==> config.mk <==
export PLATFORM = sky130hd
export DESIGN_NAME = bad_core
export DESIGN_NICKNAME = d
export VERILOG_FILES = /design/src/hdl/bad_pkg.sv /design/src/hdl/bad_core.sv
export SDC_FILE = /design/constraint.sdc
export NUM_CORES = 1
export LEC_CHECK = 0
export BUFFER_PORTS_ARGS = -buffer_cell sky130_fd_sc_hd__buf_2
export CORE_ASPECT_RATIO = 0.5
export CORE_MARGIN = 2
export CORE_UTILIZATION = 40
export CTS_BUF_LIST = sky130_fd_sc_hd__clkbuf_16
export CTS_CLUSTER_SIZE = 14
export DETAILED_ROUTE_END_ITERATION = 10
export GPL_TIMING_DRIVEN = 1
export SLEW_MARGIN = 25
export SYNTH_ARGS = -nofsm -noshare
export SYNTH_HDL_FRONTEND = slang
export SYNTH_SLANG_ARGS = --single-unit
==> constraint.sdc <==
create_clock -name ref_clk -period 2.4 [get_ports ref_clk]
set_input_delay 0.12 -clock ref_clk [delete_from_list [all_inputs] [get_ports ref_clk]]
set_output_delay 0.12 -clock ref_clk [all_outputs]
set_load 0.005 [all_outputs]
==> src/hdl/bad_pkg.sv <==
package bad_pkg;
    localparam logic [7:0] OPC_DADJ = 8'hd4;
    localparam logic [7:0] OPC_DEC_ACC = 8'h14;
    localparam logic [7:0] OPC_DEC_DIR = 8'h15;
    localparam logic [6:0] OPC_DEC_IND = 7'h0b;
    localparam logic [4:0] OPC_DEC_REG = 5'h03;
    localparam logic [7:0] OPC_DIVU = 8'h84;
    localparam logic [4:0] OPC_DBNZ_REG = 5'h1b;
    localparam logic [7:0] OPC_DBNZ_DIR = 8'hd5;
    localparam logic [3:0] BCD_MAX = 4'h9;
    localparam logic [3:0] BCD_FIX = 4'h6;
    localparam int DIV_STEPS = 8;
    localparam logic [15:0] PC_RESET = 16'h0000;

    typedef enum logic [2:0] {
        BAD_TGT_NONE,
        BAD_TGT_ACC,
        BAD_TGT_REG,
        BAD_TGT_DIR,
        BAD_TGT_IND
    } bad_tgt_t;

    // One decoded instruction handed in by the fetch/decode stage
    typedef struct packed {
        logic valid;
        logic [7:0] opcode;
        logic [7:0] operand;
        logic [7:0] rel;
        logic [15:0] next_pc;
    } bad_instr_t;

    // Architectural state seen by the datapath
    typedef struct packed {
        logic [7:0] acc;
        logic [7:0] divisor;
        logic carry;
        logic half_carry;
        logic overflow;
        logic [7:0] mem_rd;
        logic port_sel;
        logic [7:0] port_latch;
    } bad_state_t;

    // Write-back produced by the datapath
    typedef struct packed {
        logic acc_we;
        logic [7:0] acc;
        logic div_we;
        logic [7:0] divisor;
        logic carry_we;
        logic carry;
        logic ov_we;
        logic overflow;
        logic mem_we;
        bad_tgt_t mem_tgt;
        logic [7:0] mem_addr;
        logic [7:0] mem_data;
        logic pc_we;
        logic [15:0] pc;
        logic done;
    } bad_wb_t;
endpackage : bad_pkg

==> src/hdl/bad_core.sv <==
`timescale 1ns/1ps
module bad_core (
    input wire logic ref_clk,
    input wire logic rst_b,
    input wire bad_pkg::bad_instr_t instr,
    input wire bad_pkg::bad_state_t state,
    output bad_pkg::bad_wb_t wb
);
    import bad_pkg::*;

    typedef enum {BAD_IDLE, BAD_DIV, BAD_BR2} bad_phase_t;

    bad_phase_t phase;
    logic [7:0] div_q;
    logic [7:0] div_r;
    logic [7:0] div_d;
    logic [3:0] div_cnt;
    logic [15:0] br_target;
    logic br_take;
    bad_wb_t next_wb;

    function automatic logic [7:0] dec8(input logic [7:0] v);
        return v - 8'h01;
    endfunction : dec8

    function automatic logic [7:0] pick_src(input bad_state_t s);
        return s.port_sel ? s.port_latch : s.mem_rd;
    endfunction : pick_src

    logic [8:0] da_lo;
    logic [8:0] da_hi;
    logic da_c1;
    logic [7:0] dec_val;
    logic [8:0] rem_try;

    always_comb begin
        // low nibble fix, half-carry from status word
        if (state.acc[3:0] > BCD_MAX || state.half_carry) begin
            da_lo = {1'b0, state.acc} + {5'h00, BCD_FIX};
        end else begin
            da_lo = {1'b0, state.acc};
        end
        da_c1 = state.carry | da_lo[8];
        if (da_c1 || da_lo[7:4] > BCD_MAX) begin
            da_hi = {1'b0, da_lo[7:0]} + {1'b0, BCD_FIX, 4'h0};
        end else begin
            da_hi = {1'b0, da_lo[7:0]};
        end
        dec_val = dec8(pick_src(state));
        rem_try = {div_r, div_q[7]} - {1'b0, div_d};
    end

    always_comb begin
        next_wb = '0;
        if (phase == BAD_IDLE && instr.valid) begin
            if (instr.opcode == OPC_DADJ) begin
                // decimal adjust, single cycle, no overflow write
                next_wb.acc_we = 1'b1;
                next_wb.acc = da_hi[7:0];
                next_wb.carry_we = 1'b1;
                next_wb.carry = da_c1 | da_hi[8];
                next_wb.done = 1'b1;
            end else if (instr.opcode == OPC_DEC_ACC) begin
                next_wb.acc_we = 1'b1;
                next_wb.acc = dec8(state.acc);
                next_wb.done = 1'b1;
            end else if (instr.opcode[7:3] == OPC_DEC_REG || instr.opcode == OPC_DEC_DIR
                         || instr.opcode[7:1] == OPC_DEC_IND) begin
                next_wb.mem_we = 1'b1;
                next_wb.mem_tgt = instr.opcode[3] ? BAD_TGT_REG
                                : (instr.opcode[1] ? BAD_TGT_IND : BAD_TGT_DIR);
                next_wb.mem_addr = instr.operand;
                next_wb.mem_data = dec_val;
                next_wb.done = 1'b1;
            end else if (instr.opcode == OPC_DIVU && state.divisor == 8'h00) begin
                next_wb.carry_we = 1'b1;
                next_wb.ov_we = 1'b1;
                next_wb.overflow = 1'b1;
                next_wb.done = 1'b1;
            end
        end else if (phase == BAD_DIV && div_cnt == 4'h0) begin
            next_wb.acc_we = 1'b1;
            next_wb.acc = div_q;
            next_wb.div_we = 1'b1;
            next_wb.divisor = div_r;
            next_wb.carry_we = 1'b1;
            next_wb.ov_we = 1'b1;
            next_wb.done = 1'b1;
        end else if (phase == BAD_BR2) begin
            next_wb.pc_we = 1'b1;
            next_wb.pc = br_take ? br_target : instr.next_pc;
            next_wb.done = 1'b1;
        end
        if (phase == BAD_IDLE && instr.valid
            && (instr.opcode[7:3] == OPC_DBNZ_REG || instr.opcode == OPC_DBNZ_DIR)) begin
            next_wb.mem_we = 1'b1;
            next_wb.mem_tgt = instr.opcode[3] ? BAD_TGT_REG : BAD_TGT_DIR;
            next_wb.mem_addr = instr.operand;
            next_wb.mem_data = dec_val;
        end
    end

    always_ff @(posedge ref_clk or negedge rst_b) begin
        if (!rst_b) begin
            phase <= BAD_IDLE;
        end else begin
            case (phase)
                BAD_IDLE: begin
                    if (instr.valid && instr.opcode == OPC_DIVU && state.divisor != 8'h00) begin
                        phase <= BAD_DIV;
                    end else if (instr.valid
                                 && (instr.opcode[7:3] == OPC_DBNZ_REG || instr.opcode == OPC_DBNZ_DIR)) begin
                        phase <= BAD_BR2;
                    end
                end
                BAD_DIV: begin
                    if (div_cnt == 4'h0) begin
                        phase <= BAD_IDLE;
                    end
                end
                default: begin
                    phase <= BAD_IDLE;
                end
            endcase
        end
    end

    // Restoring divider: one quotient bit per cycle keeps the array small
    always_ff @(posedge ref_clk or negedge rst_b) begin
        if (!rst_b) begin
            div_q <= 8'h00;
            div_r <= 8'h00;
            div_d <= 8'h00;
            div_cnt <= 4'h0;
        end else if (phase == BAD_IDLE) begin
            div_q <= state.acc;
            div_r <= 8'h00;
            div_d <= state.divisor;
            div_cnt <= 4'(DIV_STEPS);
        end else if (phase == BAD_DIV && div_cnt != 4'h0) begin
            if (!rem_try[8]) begin
                div_r <= rem_try[7:0];
            end else begin
                div_r <= {div_r[6:0], div_q[7]};
            end
            div_q <= {div_q[6:0], ~rem_try[8]};
            div_cnt <= div_cnt - 4'h1;
        end
    end

    always_ff @(posedge ref_clk or negedge rst_b) begin
        if (!rst_b) begin
            br_target <= PC_RESET;
            br_take <= 1'b0;
        end else if (phase == BAD_IDLE) begin
            br_target <= instr.next_pc + {{8{instr.rel[7]}}, instr.rel};
            br_take <= (dec_val != 8'h00);
        end
    end

    always_ff @(posedge ref_clk or negedge rst_b) begin
        if (!rst_b) begin
            wb <= '0;
        end else begin
            wb <= next_wb;
        end
    end

    a_dadj_one_cycle: assert property (@(posedge ref_clk) disable iff (!rst_b)
        (phase == BAD_IDLE && instr.valid && instr.opcode == OPC_DADJ) |=> (wb.acc_we && wb.done))
        else $error("decimal adjust did not finish in one cycle");
    a_dadj_no_ov: assert property (@(posedge ref_clk) disable iff (!rst_b)
        (phase == BAD_IDLE && instr.valid && instr.opcode == OPC_DADJ) |=> !wb.ov_we)
        else $error("decimal adjust touched overflow");
    a_dadj_carry_keep: assert property (@(posedge ref_clk) disable iff (!rst_b)
        (phase == BAD_IDLE && instr.valid && instr.opcode == OPC_DADJ && state.carry) |=> wb.carry)
        else $error("decimal adjust cleared carry");
    a_dadj_low_fix: assert property (@(posedge ref_clk) disable iff (!rst_b)
        (phase == BAD_IDLE && instr.valid && instr.opcode == OPC_DADJ && !state.half_carry
         && state.acc[3:0] <= 4'h9) |=> wb.acc[3:0] == $past(state.acc[3:0]))
        else $error("low nibble changed without need");
    a_dadj_high_fix: assert property (@(posedge ref_clk) disable iff (!rst_b)
        (phase == BAD_IDLE && instr.valid && instr.opcode == OPC_DADJ && state.carry
         && state.acc == 8'h00 && !state.half_carry) |=> wb.acc == 8'h60)
        else $error("high nibble not corrected on carry");
    a_dec_acc_wrap: assert property (@(posedge ref_clk) disable iff (!rst_b)
        (phase == BAD_IDLE && instr.valid && instr.opcode == OPC_DEC_ACC) |=>
        (wb.acc == $past(state.acc) - 8'h01 && !wb.carry_we && !wb.ov_we))
        else $error("accumulator decrement wrong");
    a_dec_port_latch: assert property (@(posedge ref_clk) disable iff (!rst_b)
        (phase == BAD_IDLE && instr.valid && instr.opcode == OPC_DEC_DIR && state.port_sel) |=>
        wb.mem_data == $past(state.port_latch) - 8'h01)
        else $error("port decrement not from latch");
    a_dec_modes: assert property (@(posedge ref_clk) disable iff (!rst_b)
        (phase == BAD_IDLE && instr.valid && instr.opcode[7:1] == OPC_DEC_IND) |=>
        (wb.mem_we && wb.mem_tgt == BAD_TGT_IND))
        else $error("indirect decrement not written");
    a_div_zero: assert property (@(posedge ref_clk) disable iff (!rst_b)
        (phase == BAD_IDLE && instr.valid && instr.opcode == OPC_DIVU && state.divisor == 8'h00) |=>
        (wb.overflow && wb.ov_we && wb.carry_we && !wb.carry))
        else $error("divide by zero flags wrong");
    // Dividend is taken back from the edge after the take edge, where it is still held, nine edges before the check
    a_div_result: assert property (@(posedge ref_clk) disable iff (!rst_b)
        (phase == BAD_DIV && div_cnt == 4'h0) |=>
        (16'(wb.acc) * 16'(div_d) + 16'(wb.divisor) == 16'($past(state.acc, 9)) && wb.divisor < div_d
         && wb.carry_we && wb.ov_we && !wb.carry && !wb.overflow && wb.div_we && wb.acc_we))
        else $error("divide result flags wrong");
    a_div_busy_quiet: assert property (@(posedge ref_clk) disable iff (!rst_b)
        (phase == BAD_DIV && div_cnt != 4'h0) |=> (!wb.done && !wb.acc_we && !wb.div_we))
        else $error("divide wrote back early");
    a_div_done_bound: assert property (@(posedge ref_clk) disable iff (!rst_b)
        (phase == BAD_IDLE && instr.valid && instr.opcode == OPC_DIVU && state.divisor != 8'h00) |=>
        ##[1:9] wb.done)
        else $error("divide never completed");
    a_dbnz_two_cyc: assert property (@(posedge ref_clk) disable iff (!rst_b)
        (phase == BAD_IDLE && instr.valid && instr.opcode == OPC_DBNZ_DIR) |=>
        (!wb.done && wb.mem_we) ##1 (wb.done && wb.pc_we))
        else $error("decrement-branch not two cycles");
    a_dbnz_zero: assert property (@(posedge ref_clk) disable iff (!rst_b)
        (phase == BAD_IDLE && instr.valid && (instr.opcode[7:3] == OPC_DBNZ_REG || instr.opcode == OPC_DBNZ_DIR)
         && dec_val == 8'h00) |=> ##1 (wb.pc_we && wb.pc == $past(instr.next_pc, 2)))
        else $error("branch taken on zero result");
    a_dbnz_target: assert property (@(posedge ref_clk) disable iff (!rst_b)
        (phase == BAD_IDLE && instr.valid && (instr.opcode[7:3] == OPC_DBNZ_REG || instr.opcode == OPC_DBNZ_DIR)
         && dec_val != 8'h00) |=>
        ##1 (wb.pc_we && wb.pc == $past(instr.next_pc, 2) + 16'($signed($past(instr.rel, 2)))))
        else $error("branch target wrong");
    a_dbnz_mem_write: assert property (@(posedge ref_clk) disable iff (!rst_b)
        (phase == BAD_IDLE && instr.valid && (instr.opcode[7:3] == OPC_DBNZ_REG || instr.opcode == OPC_DBNZ_DIR)) |=>
        (wb.mem_we && wb.mem_addr == $past(instr.operand) && !wb.carry_we && !wb.ov_we
         && wb.mem_data == $past(state.port_sel ? state.port_latch : state.mem_rd) - 8'h01)
        ##1 (!wb.carry_we && !wb.ov_we && !wb.mem_we))
        else $error("decrement-branch write wrong");
    a_dec_no_flags: assert property (@(posedge ref_clk) disable iff (!rst_b)
        (phase == BAD_IDLE && instr.valid && (instr.opcode[7:3] == OPC_DEC_REG || instr.opcode == OPC_DEC_DIR
         || instr.opcode[7:1] == OPC_DEC_IND)) |=>
        (wb.mem_we && wb.mem_addr == $past(instr.operand) && !wb.carry_we && !wb.ov_we && !wb.acc_we
         && wb.mem_data == $past(state.port_sel ? state.port_latch : state.mem_rd) - 8'h01))
        else $error("memory decrement wrong");
    // Low digit over nine with a small high digit: only the low fix applies
    a_dadj_low_add: assert property (@(posedge ref_clk) disable iff (!rst_b)
        (phase == BAD_IDLE && instr.valid && instr.opcode == OPC_DADJ && !state.carry
         && state.acc[3:0] > 4'h9 && state.acc[7:4] < 4'h9) |=> wb.acc == $past(state.acc) + 8'h06)
        else $error("low nibble fix missing");

    c_dadj: cover property (@(posedge ref_clk) disable iff (!rst_b)
        instr.valid && instr.opcode == OPC_DADJ && state.acc == 8'hbe);
    c_div: cover property (@(posedge ref_clk) disable iff (!rst_b) phase == BAD_DIV && div_cnt == 4'h0);
    c_dbnz_taken: cover property (@(posedge ref_clk) disable iff (!rst_b) phase == BAD_BR2 && br_take);
    c_dec_port: cover property (@(posedge ref_clk) disable iff (!rst_b)
        instr.valid && instr.opcode == OPC_DEC_DIR && state.port_sel);
endmodule : bad_core

# After elaboration in Yosys (flattened, before gate mapping)
# Index checks and enable logic that the tools add are counted.
# totals
mem_bits_ro	0
out_inout_bits	60
latch_bits	0
ram_bits	0
n_memories	0
reg_bits	137
# op_classes
div_mod_pow	0
n_shift	0
multipliers	0
muxes	47
bitwise	3
magnitude_cmp	2
add_sub_neg	7
n_reduce_logical	22
n_eq_ne	13
# op_table
operator	n
two-way mux 32 bit	3
logical NOT 32 bit	2
case mux 32 bit (2 select lines)	1
two-way mux 9 bit	6
two-way mux 8 bit	6
two-way mux 22 bit	2
two-way mux 20 bit	2
two-way mux 17 bit	2
== test 32 x 1 -> 1 bit, second input constant	1
== test 32 x 2 -> 1 bit, second input constant	1
== test 32 x 3 -> 1 bit, second input constant	1
== test 8 bit, second input constant	3
two-way mux 21 bit	1
two-way mux 19 bit	1
two-way mux 18 bit	1
adder 16 bit	1
== test 8 x 5 -> 1 bit, second input constant	2
two-way mux 16 bit	1
nonzero test 8 bit	2
subtractor 8 x 1 -> 8 bit, second input constant	2
two-way mux 1 bit	15
adder 8 x 3 -> 9 bit, second input constant	1
adder 8 x 7 -> 9 bit, second input constant	1
subtractor 9 x 8 -> 9 bit	1
other kinds (19)	35

# Longest topological paths before layout
# depth
ltp_word	9
mapped_depth	10

# Worst setup path after synthesis
# No wires, ideal clock.
# synth_timing
path_type	reg2reg
start	register div_q[7]
end	register div_r[0]
stages_incl_launch_ff	11
slack_ns	0.138
t_required_ns	2.317
path_buffers	1
period_less_slack_ns	2.262
setup_ns	0.083
t_arrival_ns	2.180
path_cell_list	dfrtp_1 inv_1 ha_1 fa_1 nand2b_1 a21oi_1 o21ai_0 nand4bb_1 buf_2 mux2_2 o21ai_0
# synth_between
elab_chain_cells	4
# synth_lines
element	line_no	rtl
start: declaration	bad_core.sv:14	logic [7:0] div_q;
start signal: assignment	bad_core.sv:136	div_q <= state.acc;
start signal: assignment	bad_core.sv:146	div_q <= {div_q[6:0], ~rem_try[8]};
subtractor 9 x 8 -> 9 bit	bad_core.sv:50	rem_try = {div_r, div_q[7]} - {1'b0, div_d};
two-way mux 8 bit *	bad_core.sv:141	if (!rem_try[8]) begin
two-way mux 8 bit *	bad_core.sv:140	end else if (phase == BAD_DIV && div_cnt != 4'h0) begin
two-way mux 8 bit *	bad_core.sv:135	end else if (phase == BAD_IDLE) begin
end signal: assignment	bad_core.sv:142	div_r <= rem_try[7:0];
end signal: assignment	bad_core.sv:144	div_r <= {div_r[6:0], div_q[7]};
end: declaration	bad_core.sv:15	logic [7:0] div_r;
# Mark *: on every way between the ends. The rest lies on a longest branch, timed or not. The select of a mux whose other input is x is not followed.
# A chain may end at the register's enable or synchronous reset.

# Worst setup path after layout
# layout_timing
start	register div_q[7]
end	register div_r[3]
# layout_between
elab_chain_cells	4
# layout_lines
element	line_no
subtractor 9 x 8 -> 9 bit	bad_core.sv:50
two-way mux 8 bit	bad_core.sv:141
two-way mux 8 bit	bad_core.sv:140
two-way mux 8 bit	bad_core.sv:135
# No other way between the ends. The select of a mux whose other input is x is not followed.

==> metrics <==
status=finished, final reports clean; Post-synth EDFFs=0; final standard cell utilization of the core=just over 50%; number of distinct library cell variants in the gate-level netlist after synthesis=between 60 and 70; fin crit share=between 90% and 100%; routed vias=a little under 5,000; top library cells by usage in the layout, fill and taps aside=buf_2, dfrtp_1, nand2_1, nor2_1, o21ai_0; Starting DRT DRC Count=225; headroom to the max-slew limit=44.2%; synthesized netlist net count=a little over 700; Internal=roughly 0.003 W; die area=15,800 µm²; cell count after placement=approximately 940; dominant synthesized flop cell=dfrtp_1; worst hold path type=input port to register; register area=2680 µm²; count of max-cap constraint violations=0; Top-Level Pins=approximately 140; growth of design area from synthesis to finish=24.2%; via density per instance=~5; peak supply drop=around 0.31 mV; skew final=around 12 ps; total CTS buffers=9; share of cells above drive strength 1=23.1%; maximum number of pins on one net before global-route repair=about 50; fraction of power consumed by sequential logic=between 40% and 50%; unrepaired setup endpoints after global routing=no; portion of total power attributed to combinational logic=between 10% and 20%; GRT Resource Usage Total=18.7%; count of unresolved DRC violations after routing=0; Core Region=between 10,000 and 15,000 µm²; total negative slack for setup checks=0 ps; net switching share of the total power=~28%; crit-path max cell delay=approximately 410 ps; Worst R2R Setup Slack=roughly 140 ps; total number of placement rows=31; number of sinks on the clock net=between 100 and 150; CTS tree=built; clock period minus worst slack=2260 ps; net switching power=0.00115 W; worst endpoint data arrival time=2520 ps; drt pass-1 iters=5; wire length of the first global-routing pass=24,000 µm; CTS clock-pin slew for the worst setup and hold paths=about 80 ps; final non-filler cell total=approximately 970; overall die height=89.8 µm; worst-margin pin slew=838 ps; final weighted congestion in routability-driven placement=about 0.84; final layout net count=~900; Layout fillers=1,359; proportion of register bits with asynchronous set or reset after synthesis=100%; maximum fanout count along the critical path=7; DIE WIDTH=176 µm; Slowest cell on crit path=fa_1; Critical Path Source Type=register; overall overflow remaining after global route=0; critical setup path kind=register to register; per-cell routed wire length=approximately 15 µm; Power per Cell Area=~560 nW/µm²; final wirelength=14,200 µm; cells along the critical path=inv_1, ha_1, fa_1, nand2b_1, a21oi_2, nor3_1, nand4bb_4, buf_4, mux2i_1, o21ai_0; post-DP HPWL=approximately 11,000 µm; sequential fraction of the synthesis area=between 40% and 50%; post-synthesis cell area=about 5900 µm²; data required time at the worst endpoint=~2700 ps; Yosys reg bits=~110; Gate Count Post-Synth=a little over 600; Critical Path End Type=register; number of diodes added for antenna fixing=0; clock tree root buffer cell=clkbuf_16; final antenna-violating net count=0; Static Leak=3.75 nW; starting density of the core=between 40% and 50%; Fin. Hold Viols=0; Final Max Tran Viols=0; Worst path top cell family by delay=adder cells; Synth Area per Inst=between 9 and 10 µm²; htree depth=3; initial antenna violation count=0; Worst-Skew Late Latency=350 ps; Max Clock Freq=around 440 MHz; Clk pwr share=between 30% and 40%; number of global-route vias before repair=between 4,000 and 5,000; endpoints failing setup=0; Syn. warnings=0; multi-input gate area in the final layout=slightly above 3000 µm²; Longest Clk Path Bufs=2; post-CTS setup buffer count=0; crit path buf inv count=2; most common cell after layout, fill and taps aside=buf_2; count of input and output buffers=137; Pwr Total=0.00407 W
==> flip-flops by register name, summed over array words and instances (netlist names) <==
name,flops
div_d,8
div_cnt,4
phase,2
br_take,1
div_q,8
wb,60
div_r,8
br_target,16
==> worst paths after layout <==
| check | from | endpoint | cells after the start |
|---|---|---|---|
| max | div_q[7] | div_r[3] | 10 |
| min | instr[26] | wb[28] | 2 |
| max reg2reg | div_q[7] | div_r[3] | 10 |
| min reg2reg | br_target[4] | br_target[4] | 2 |
| max in group asynchronous | rst_b | wb[49] | 3 |
| min in group asynchronous | rst_b | wb[31] | 2 |
==> through the flow <==
step	hold WS [ps]	cell area [µm²]	setup slack [ps]
CTS	1.62	7290	21.3
detailed placement	176	6860	63.9
floorplan	-176	5890	138
global placement	173	6860	110
finish	10.6	7310	135
global route	17.3	7310	16.9
==> cell families after synthesis <==
group	count (synthesis)	synth area share [%]
AOI/OAI and AO/OA	133	14.4
and+or+nand+nor	221	18.4
DFF	107	45.5
buffers and inverters	52	3.50
muxes	33	5.67
adders and majority gates	34	7.48
xor gates and xnor gates	34	5.06
==> what timing repair did <==
| action | in CTS | in global routing |
|---|---|---|
| hold endpoints to repair | 60 | 0 |
| endpoints found under the setup margin | 0 | 9 |
| gates resized for setup | 0 | 4 |
| hold buffers | 16 | 0 |
==> synth_stat cells, drive strengths merged, types with 3 or more instances <==
cell	instances	area, µm²
a22oi	8	60.1
inv	29	109
or3	5	31.3
and3	11	68.8
o21a	4	30.0
a211oi	5	37.5
o21ai	43	215
xor2	15	131
o211ai	7	52.6
o22ai	6	37.5
nor2b	12	75.1
nand3	18	95.1
nand3b	4	30.0
mux2	3	33.8
nor3	13	65.1
a21oi	24	120
nor4	4	25.0
a21o	4	30.0
nand4	6	37.5
o31ai	5	37.5
nand2b	7	43.8
buf	6	33.8
dfrtp	107	2680
ha	32	400
nand2	70	263
nor2	56	213
a31oi	3	18.8
clkbuf	16	60.1
xnor2	19	166
mux2i	30	300
==> metal layers <==
| layer | wire [µm] | global-route usage [%] | up-vias |
|---|---|---|---|
| li1 | - | - | 2488 |
| met1 | 6680 | 24.1 | 2384 |
| met2 | 6800 | 31.8 | 85 |
| met3 | 533 | 4.15 | 16 |
| met4 | 218 | 5.10 | 0 |
| met5 | 0 | 0 | - |
==> power by group through the flow <==
stage	clock network, W	logic [W]	registers [W]
after global routing	0.00152	0.000818	0.00196
after CTS	0.00143	0.000726	0.00195
final	0.00140	0.000719	0.00195
after global placement	0	0.000686	0.00198
after floorplan	0	0.000451	0.00197
after detailed placement	0	0.000703	0.00199
==> final cells by class <==
cell class / count / area share (%)
inverters: 30 / 1.54
clock inverters: 7 / 0.701
well taps: 198 / 3.39
flip-flops and latches: 107 / 36.6
repair buffers: 168 / 13.3
clock buffers: 9 / 3.08
multi-input cells: 455 / 41.4
Note: power is estimated with default switching activity, not from simulation.
